**src/diag_pkg.sv**
```systemverilog
/*
 Shared constants and types for the amplifier fault-reporting link.
 Assumes a single 125 MHz clock shared by both ends.
*/
`default_nettype none
package diag_pkg;
    localparam int CLK_MHZ            = 125;
    localparam int OVL_RECHECK_US     = 1000;
    localparam int DIAG_CYCLE_US      = 100000;
    localparam int PWRUP_WAIT_US      = 500000;
    localparam int PWRDN_WAIT_US      = 20000;
    localparam int INSTALL_WAIT_US    = 200000;
    localparam int OFFSET_WAIT_US     = 30000;
    localparam int OVL_RECHECK_CYC    = OVL_RECHECK_US * CLK_MHZ;
    localparam int DIAG_CYCLE_CYC     = DIAG_CYCLE_US * CLK_MHZ;
    localparam int PWRUP_WAIT_CYC     = PWRUP_WAIT_US * CLK_MHZ;
    localparam int PWRDN_WAIT_CYC     = PWRDN_WAIT_US * CLK_MHZ;
    localparam int INSTALL_WAIT_CYC   = INSTALL_WAIT_US * CLK_MHZ;
    localparam int OFFSET_WAIT_CYC    = OFFSET_WAIT_US * CLK_MHZ;
    localparam int CNT_W              = 32;
    // Fault byte field positions
    localparam int FB_GND             = 0;
    localparam int FB_SUPPLY          = 1;
    localparam int FB_OPEN_OFS        = 2;
    localparam int FB_ACROSS          = 3;
    localparam logic [7:0] FB_RESET   = 8'h00;
    // Control byte field positions
    localparam int CB_STANDBY_OUT     = 0;
    localparam int CB_MUTE_OUT        = 1;
    localparam int CB_DIAG_EN         = 2;
    localparam int CB_OFFSET_EN       = 3;
    localparam logic [7:0] CB_RESET   = 8'h00;
    // Host command codes
    localparam logic [1:0] CMD_PWRUP   = 2'h0;
    localparam logic [1:0] CMD_PWRDN   = 2'h1;
    localparam logic [1:0] CMD_INSTALL = 2'h2;
    localparam logic [1:0] CMD_OFFSET  = 2'h3;
    // Host register offsets
    localparam logic [3:0] REG_CMD     = 4'h0;
    localparam logic [3:0] REG_STATUS  = 4'h1;
    localparam logic [3:0] REG_CH1     = 4'h2;
    localparam logic [3:0] REG_CH2     = 4'h3;
    localparam logic [3:0] REG_IRQ_ST  = 4'h4;
    localparam logic [3:0] REG_IRQ_CLR = 4'h5;
    localparam logic [3:0] REG_IRQ_EN  = 4'h6;
    localparam int IRQ_DONE           = 0;
    localparam int IRQ_FAULT          = 1;
    localparam int IRQ_W              = 2;
endpackage
`default_nettype wire

```
**src/diag_if.sv**
```systemverilog
/*
 Link between host controller and amplifier diagnostic engine.
 Assumes both ends on sys_clk; read/write are one-cycle pulses.
*/
`timescale 1ns/1ps
`default_nettype none
interface diag_if;
    logic       wr_stb;
    logic [7:0] first_control_byte;
    logic       rd_stb;
    logic       rd_valid;
    logic [7:0] first_diag_status_byte;
    logic [7:0] second_diag_status_byte;
    modport amp  (input wr_stb, first_control_byte, rd_stb,
                  output rd_valid, first_diag_status_byte, second_diag_status_byte);
    modport host (output wr_stb, first_control_byte, rd_stb,
                  input rd_valid, first_diag_status_byte, second_diag_status_byte);
endinterface
`default_nettype wire

```
**src/amp_diag.sv**
```systemverilog
/*
 Amplifier diagnostic fault-reporting engine for two bridge channels.
 Assumes fault inputs are synchronous levels from the analog detectors.
*/
// Overview of operation
// Source ground short plus supply short: both
// Positive output is source, negative is sink
// Permanent diagnostic never reports open load
// Report only faults persisting whole period
// Every status read re-arms all cycles; code drops reads made while a cycle runs (ST_DONE sets armed_r to rd_stb)
// Read returns previous cycle result
// Host powers up, waits 500 ms, unmutes
// Host mutes, waits 20 ms, powers down
// Host installs: enable, 200 ms, read repeatedly
// Host offset test: enable, 30 ms, read
// Offset window spans read or enable to read
// Overload recheck 1 ms then 100 ms cycle
// Latch channel faults at cycle end
`timescale 1ns/1ps
`default_nettype none
module amp_diag
    import diag_pkg::*;
#(
    parameter int RECHECK_CYC = OVL_RECHECK_CYC,
    parameter int CYCLE_CYC   = DIAG_CYCLE_CYC
)(
    input  wire logic       sys_clk,
    input  wire logic       nrst,
    diag_if.amp             link,
    input  wire logic [1:0] gnd_pos,
    input  wire logic [1:0] gnd_neg,
    input  wire logic [1:0] short_to_supply,
    input  wire logic [1:0] short_across,
    input  wire logic [1:0] open_load,
    input  wire logic [1:0] offset_high,
    input  wire logic [1:0] overload,
    output logic            standby_out,
    output logic            mute_out
);
    typedef enum logic [2:0] {
        ST_IDLE    = 3'b000,
        ST_TURNON  = 3'b001,
        ST_WAIT    = 3'b010,
        ST_RECHECK = 3'b011,
        ST_PERM    = 3'b100,
        ST_DONE    = 3'b101
    } dstate_t;

    dstate_t          st_r;
    logic [CNT_W-1:0] cnt_r;
    logic [3:0]       persist_r [2];
    logic [1:0]       ofs_r;
    logic [7:0]       res_r     [2];
    logic [7:0]       ctrl_r;
    logic             armed_r;
    logic             turnon_r;
    logic [3:0]       now_f     [2];

    // Resolve coincident faults into reported set
    function automatic logic [3:0] resolve(input logic gp, input logic gn, input logic sv,
                                           input logic ac, input logic op, input logic perm);
        logic [3:0] f;
        f = 4'h0;
        if (sv)
        begin
            f[FB_SUPPLY] = 1'b1;
            f[FB_GND]    = gp;
        end
        else if (gp || gn)
            f[FB_GND] = 1'b1;
        else if (ac)
            f[FB_ACROSS] = 1'b1;
        else if (op && !perm)
            f[FB_OPEN_OFS] = 1'b1;
        return f;
    endfunction

    always_comb
    begin
        for (int i = 0; i < 2; i++)
            now_f[i] = resolve(gnd_pos[i], gnd_neg[i], short_to_supply[i],
                               short_across[i], open_load[i], st_r != ST_TURNON);
    end

    always_ff @(posedge sys_clk or negedge nrst)
    begin
        if (!nrst)
            ctrl_r <= CB_RESET;
        else if (link.wr_stb)
            ctrl_r <= link.first_control_byte;
    end

    always_ff @(posedge sys_clk or negedge nrst)
    begin
        if (!nrst)
        begin
            standby_out <= 1'b0;
            mute_out    <= 1'b0;
        end
        else
        begin
            standby_out <= ctrl_r[CB_STANDBY_OUT];
            mute_out    <= ctrl_r[CB_MUTE_OUT];
        end
    end

    // Offset persistence window
    always_ff @(posedge sys_clk or negedge nrst)
    begin
        if (!nrst)
            ofs_r <= 2'h0;
        else if (link.rd_stb || (link.wr_stb && link.first_control_byte[CB_OFFSET_EN]
                 && !ctrl_r[CB_OFFSET_EN]))
            ofs_r <= 2'h3;
        else
            ofs_r <= ofs_r & offset_high;
    end

    // Diagnostic cycle sequencer
    always_ff @(posedge sys_clk or negedge nrst)
    begin
        if (!nrst)
        begin
            st_r         <= ST_IDLE;
            cnt_r        <= '0;
            armed_r      <= 1'b1;
            turnon_r     <= 1'b0;
            persist_r[0] <= 4'h0;
            persist_r[1] <= 4'h0;
            res_r[0]     <= FB_RESET;
            res_r[1]     <= FB_RESET;
        end
        else
        begin
            if (link.rd_stb)
                armed_r <= 1'b1;
            // Read with no cycle running: next read sees the quiet window
            if (link.rd_stb && (st_r == ST_IDLE || st_r == ST_WAIT))
            begin
                for (int i = 0; i < 2; i++)
                begin
                    res_r[i] <= FB_RESET;
                    res_r[i][FB_OPEN_OFS] <= ofs_r[i] & ctrl_r[CB_OFFSET_EN];
                end
            end
            case (st_r)
                ST_IDLE:
                begin
                    // Standby exit with diag enable: turn-on pulse first
                    if (link.wr_stb && link.first_control_byte[CB_STANDBY_OUT]
                        && link.first_control_byte[CB_DIAG_EN] && !ctrl_r[CB_STANDBY_OUT])
                        turnon_r <= 1'b1;
                    else if (ctrl_r[CB_DIAG_EN] && armed_r)
                    begin
                        st_r     <= (ctrl_r[CB_STANDBY_OUT] && !turnon_r) ? ST_WAIT
                                                                          : ST_TURNON;
                        persist_r[0] <= 4'hF;
                        persist_r[1] <= 4'hF;
                        cnt_r    <= '0;
                    end
                end
                ST_TURNON, ST_PERM:
                begin
                    persist_r[0] <= persist_r[0] & now_f[0];
                    persist_r[1] <= persist_r[1] & now_f[1];
                    if (cnt_r >= CNT_W'(CYCLE_CYC - 1))
                        st_r <= ST_DONE;
                    else
                        cnt_r <= cnt_r + 1'b1;
                end
                ST_WAIT:
                begin
                    turnon_r <= 1'b0;
                    cnt_r    <= '0;
                    if (!ctrl_r[CB_DIAG_EN])
                        st_r <= ST_IDLE;
                    else if (|overload)
                        st_r <= ST_RECHECK;
                end
                ST_RECHECK:
                begin
                    if (cnt_r >= CNT_W'(RECHECK_CYC - 1))
                    begin
                        cnt_r <= '0;
                        st_r  <= (|overload) ? ST_PERM : ST_WAIT;
                    end
                    else
                        cnt_r <= cnt_r + 1'b1;
                end
                ST_DONE:
                begin
                    for (int i = 0; i < 2; i++)
                    begin
                        res_r[i] <= {4'h0, persist_r[i]};
                        res_r[i][FB_OPEN_OFS] <= persist_r[i][FB_OPEN_OFS] | ofs_r[i];
                    end
                    armed_r  <= link.rd_stb;
                    turnon_r <= 1'b0;
                    st_r     <= ST_IDLE;
                end
                default:
                    st_r <= ST_IDLE;
            endcase
        end
    end

    // Read returns stored previous-cycle results
    always_ff @(posedge sys_clk or negedge nrst)
    begin
        if (!nrst)
        begin
            link.rd_valid                <= 1'b0;
            link.first_diag_status_byte  <= FB_RESET;
            link.second_diag_status_byte <= FB_RESET;
        end
        else
        begin
            link.rd_valid <= link.rd_stb;
            if (link.rd_stb)
            begin
                link.first_diag_status_byte  <= res_r[0];
                link.second_diag_status_byte <= res_r[1];
            end
        end
    end
endmodule
`default_nettype wire

```
**src/flat_wrapper.sv**
```systemverilog
// flat-port wrapper written by rule: the top's interface ports become plain ports
module amp_diag_flat import diag_pkg::*;
#(
    parameter int RECHECK_CYC = OVL_RECHECK_CYC,
    parameter int CYCLE_CYC   = DIAG_CYCLE_CYC
)
  (sys_clk, nrst, gnd_pos, gnd_neg, short_to_supply, short_across, open_load, offset_high, overload, standby_out, mute_out, link_wr_stb, link_first_control_byte, link_rd_stb, link_rd_valid, link_first_diag_status_byte, link_second_diag_status_byte);
  diag_if link_i ();
  input  wire logic sys_clk;
  input  wire logic nrst;
  input  wire logic [1:0] gnd_pos;
  input  wire logic [1:0] gnd_neg;
  input  wire logic [1:0] short_to_supply;
  input  wire logic [1:0] short_across;
  input  wire logic [1:0] open_load;
  input  wire logic [1:0] offset_high;
  input  wire logic [1:0] overload;
  output logic standby_out;
  output logic mute_out;
  input wire logic [$bits(link_i.wr_stb)-1:0] link_wr_stb;
  input wire logic [$bits(link_i.first_control_byte)-1:0] link_first_control_byte;
  input wire logic [$bits(link_i.rd_stb)-1:0] link_rd_stb;
  output wire logic [$bits(link_i.rd_valid)-1:0] link_rd_valid;
  output wire logic [$bits(link_i.first_diag_status_byte)-1:0] link_first_diag_status_byte;
  output wire logic [$bits(link_i.second_diag_status_byte)-1:0] link_second_diag_status_byte;
  assign link_i.wr_stb = link_wr_stb;
  assign link_i.first_control_byte = link_first_control_byte;
  assign link_i.rd_stb = link_rd_stb;
  assign link_rd_valid = link_i.rd_valid;
  assign link_first_diag_status_byte = link_i.first_diag_status_byte;
  assign link_second_diag_status_byte = link_i.second_diag_status_byte;
  amp_diag #(.RECHECK_CYC(RECHECK_CYC), .CYCLE_CYC(CYCLE_CYC)) u_core (.sys_clk(sys_clk), .nrst(nrst), .link(link_i), .gnd_pos(gnd_pos), .gnd_neg(gnd_neg), .short_to_supply(short_to_supply), .short_across(short_across), .open_load(open_load), .offset_high(offset_high), .overload(overload), .standby_out(standby_out), .mute_out(mute_out));
endmodule
```
**config.mk**
```make
export PLATFORM = sky130hd
export DESIGN_NAME = amp_diag_flat
export DESIGN_NICKNAME = d
export VERILOG_FILES = /design/src/diag_pkg.sv /design/src/diag_if.sv /design/src/amp_diag.sv /design/src/flat_wrapper.sv
export SDC_FILE = /design/constraint.sdc
export NUM_CORES = 1
export LEC_CHECK = 0
export BUFFER_PORTS_ARGS = -buffer_cell sky130_fd_sc_hd__buf_4
export CAP_MARGIN = 20
export CORE_MARGIN = 3
export CORE_UTILIZATION = 30
export DETAILED_ROUTE_END_ITERATION = 10
export MAX_ROUTING_LAYER = met4
export PLACE_DENSITY_LB_ADDON = 0.1
export SLEW_MARGIN = 25
export SYNTH_ARGS = -nofsm -noshare
export SYNTH_HDL_FRONTEND = slang
export SYNTH_SLANG_ARGS = --single-unit
```
**constraint.sdc**
```tcl
create_clock -name sys_clk -period 2.5 [get_ports sys_clk]
set_input_delay 0.125 -clock sys_clk [delete_from_list [all_inputs] [get_ports sys_clk]]
set_output_delay 0.125 -clock sys_clk [all_outputs]
set_load 0.03 [all_outputs]
```
==> flow_metrics.py <==
metrics = {
    "worst_setup_path": {
        "path_max_fanout": 14,
        "worstPathRequired_ns": 2.74,
        "cp_slowest_cell": "a2111o_1",
        "r2r-start": "u_core.cnt_r[0]",
        "slowest_delay_ns": 0.44,
        "path_class": "reg2reg",
        "critPathArrivalTime_ns": 2.57,
        "end_kind": "flip-flop",
        "start_kind": "flip-flop",
        "critical_path.cell_chain": "ha_1 > a2111o_1 > a311oi_2 > o211ai_1 > and2_4 > buf_12 > or3_1 > o21ai_0",
        "reg2reg_depth": 8,
        "crit_path_start": "u_core.cnt_r[0]",
    },
    "cells_and_area": {
        "drive_gt1_share_pct": 21.5,
        "nets": 418,
        "syn2layout_area_growth_pct": 23.6,
        "nFillCells": 1091,
        "antenna_cells": 0,
    },
    "clocking": {
        "path_clk_slew_ns": 0.06,
        "cts_root_buffer": "clkbuf_16",
        "clk_latency_ns": 0.33,
        "h-tree-depth": 3,
        "cts_setup_buffers": 0,
        "clkSinkCount": 70,
        "cts_buffer_depth": 2,
        "cts_tree": "built",
        "cts_buffers": 9,
    },
    "synthesis": {
        "netlist_area_mm2": 0.00342,
        "synth_ff_type": "dfrtp_1",
        "yosys_warnings": 0,
        "ys_async_sr_fraction_pct": 100,
        "avgSynthCellArea_um2": 9.97,
        "synth.area.top_cells": "dfrtp_1 50%, nand2_1 4.1%, o21ai_0 4.0%",
        "synth.distinct_cells": 51,
        "synthCells": 343,
        "yosysSeqAreaShare_pct": 51.3,
        "ys_ff_latch": 70,
        "synth_top_area_share_pct": 50.5,
        "synth_edf_count": 0,
        "synth_top_cell_by_area": "dfrtp_1",
    },
    "timing": {
        "rsz0062_at_grt": "no",
        "fin_setup_tns_ns": 0,
        "max_freq_mhz": 428,
        "worst_slew_pin_slew_ns": 0.893,
        "slew_headroom_pct": 40.4,
        "hold_viol": 0,
        "whs_ns": 0.0254,
        "report.final.slew_viol_count": 0,
        "setup_viol": 0,
        "fin_crit_sh_pct": 93.4,
        "period_needed_ns": 2.34,
        "fin_skew_ns": 0.00737,
    },
    "detailed_routing": {
        "wl_per_cell_um": 14.9,
        "avgViaCountPerCell": 5.06,
        "drt_iter0_drc": 167,
        "drt-total-wl_um": 7970,
        "drtAntennaViolNets": 0,
        "vias": 2711,
        "first_pass_iters": 4,
        "drc": 0,
    },
    "floorplan": {
        "core-area_mm2": 0.0110,
        "top_level_ports": 45,
        "die_x_um": 113,
        "core.rowCount": 38,
        "dieArea_mm2": 0.0127,
        "dieHeight_um": 113,
        "start_util_pct": 31.1,
    },
    "power_and_ir_drop": {
        "ir_drop_v": 0.000591,
        "pwr_density_cell_mw_per_mm2": 1170,
        "p_leak_uw": 0.00190,
    },
    "worst_hold_path": {
        "hold_depth": 2,
        "min_path_type": "in2reg",
        "hp-start": "link_first_control_byte[1]",
    },
    "global_routing": {
        "use_met2_pct": 21.1,
        "grt_busiest_layer": "met2",
        "met3_usage_pct": 3.16,
        "grt_util_all_layers_pct": 13.5,
        "grt_pass1_vias": 2713,
        "grt_use_met1_pct": 17.5,
        "antenna_found_initial": 0,
        "grt_first_pass_wirelength_um": 13600,
        "grt_max_degree": 71,
        "grt.overflow.total": 0,
    },
    "status": {
        "status": "completed",
    },
    "placed_design": {
        "hpwl_um": 5390,
        "port_buffers": 32,
        "gp_congestion": 0.770,
    },
    "job": {
        "maxCapViolCount": 0,
    },
}
-- layer usage --
metal | part of all wire (%) | wire length (um)
met5 | 0 | 0
met4 | 0.77 | 61
met3 | 3.4 | 268
met2 | 47 | 3780
met1 | 49 | 3870
-- layout by cell type, fill, tap and decap left out, types with 11 or more instances in the layout --
cell type	instances
o31ai_1	11
and2_1	11
a21oi_1	22
inv_1	13
mux2_2	12
nor2_1	11
buf_4	48
dfrtp_1	69
o21ai_0	27
nand2_1	37
-- what timing repair did --
item	in CTS	in global routing
hold buffers	4	0
hold endpoints to repair	72	0
gates resized for setup	0	3
setup endpoints to repair	0	13
-- cells in the mapped netlist, types with 5 or more instances --
| cell | instances |
|---|---|
| nand4_1 | 9 |
| buf_4 | 8 |
| inv_1 | 13 |
| a21oi_1 | 22 |
| a2bb2oi_1 | 6 |
| o21ai_0 | 27 |
| and2_1 | 12 |
| nor2_1 | 11 |
| a31oi_1 | 5 |
| a22o_1 | 8 |
| clkbuf_1 | 11 |
| dfrtp_1 | 69 |
| nand2_1 | 37 |
| mux2_2 | 12 |
| or3_1 | 8 |
| nor3_1 | 6 |
| nand3_1 | 10 |
| o31ai_1 | 11 |
-- per-stage QoR --
stage	power, uW	worst slack (ns)	area, um2	cells	util [%]
finish	4960	0.164	4230	536	38.5
detailed placement	3680	0.0462	3880	516	35.3
global route	5300	0.0132	4230	536	38.5
CTS	5020	0.0108	4220	536	38.4
global placement	3660	0.121	3880	516	35.3
floorplan	2920	0.213	3450	350	-
-- layout make-up --
type / instances / area [um2] / area share (%)
well taps: 140 / 175 / 4.14
repair buffers: 54 / 440 / 10.4
multi-input cells: 243 / 1510 / 35.7
clock buffers: 11 / 243 / 5.74
clock inverters: 5 / 58.8 / 1.39
flip-flops and latches: 70 / 1750 / 41.5
inverters: 13 / 48.8 / 1.15
-- report_power, final --
group / total [uW] / leakage (uW) / internal (uW) / switching, uW
clock: 1290 / 0.000142 / 800 / 490
sequential: 1620 / 0.000922 / 1410 / 212
combinational: 2050 / 0.000841 / 888 / 1160
-- registers in the layout, summed over array words and instances (netlist names), 2 cells and up --
signal,flops
u_core.link.first_diag_status_byte,4
u_core.link.second_diag_status_byte,4
u_core.st_r,3
u_core.res_r,8
u_core.cnt_r,32
u_core.ctrl_r,4
u_core.persist_r,8
u_core.ofs_r,2
-- final timing paths --
| kind | to | slack (ns) |
|---|---|---|
| setup / recovery | u_core.cnt_r[3] | 0.16 |
| hold / removal | u_core.ctrl_r[1] | 0.03 |
| setup reg to reg | u_core.cnt_r[3] | 0.16 |
| hold reg to reg | u_core.mute_out | 0.37 |
| max in group asynchronous | u_core.persist_r[7] | 1.46 |
| min in group asynchronous | u_core.cnt_r[15] | 0.47 |
-- worst max-delay path, delay by kind of cell, from the launching register on --
kind,cells,cell delay (ns)
simple gates,2,0.55
flops,1,0.40
fa+ha+maj,1,0.23
buf+inv,1,0.14
compound gates,4,0.92
-- kinds of logic after synthesis --
kind of cell    count (synthesis)  synth area share, %
other cells                     1                0.110
mux                            14                 4.54
xor+xnor                        1                0.256
fa+ha+maj                       1                0.366
buf+inv                        37                 5.67
flops                          70                 51.3
simple gates                  125                 20.2
compound gates                 94                 17.6
Note: power is estimated with default switching activity, not from simulation.
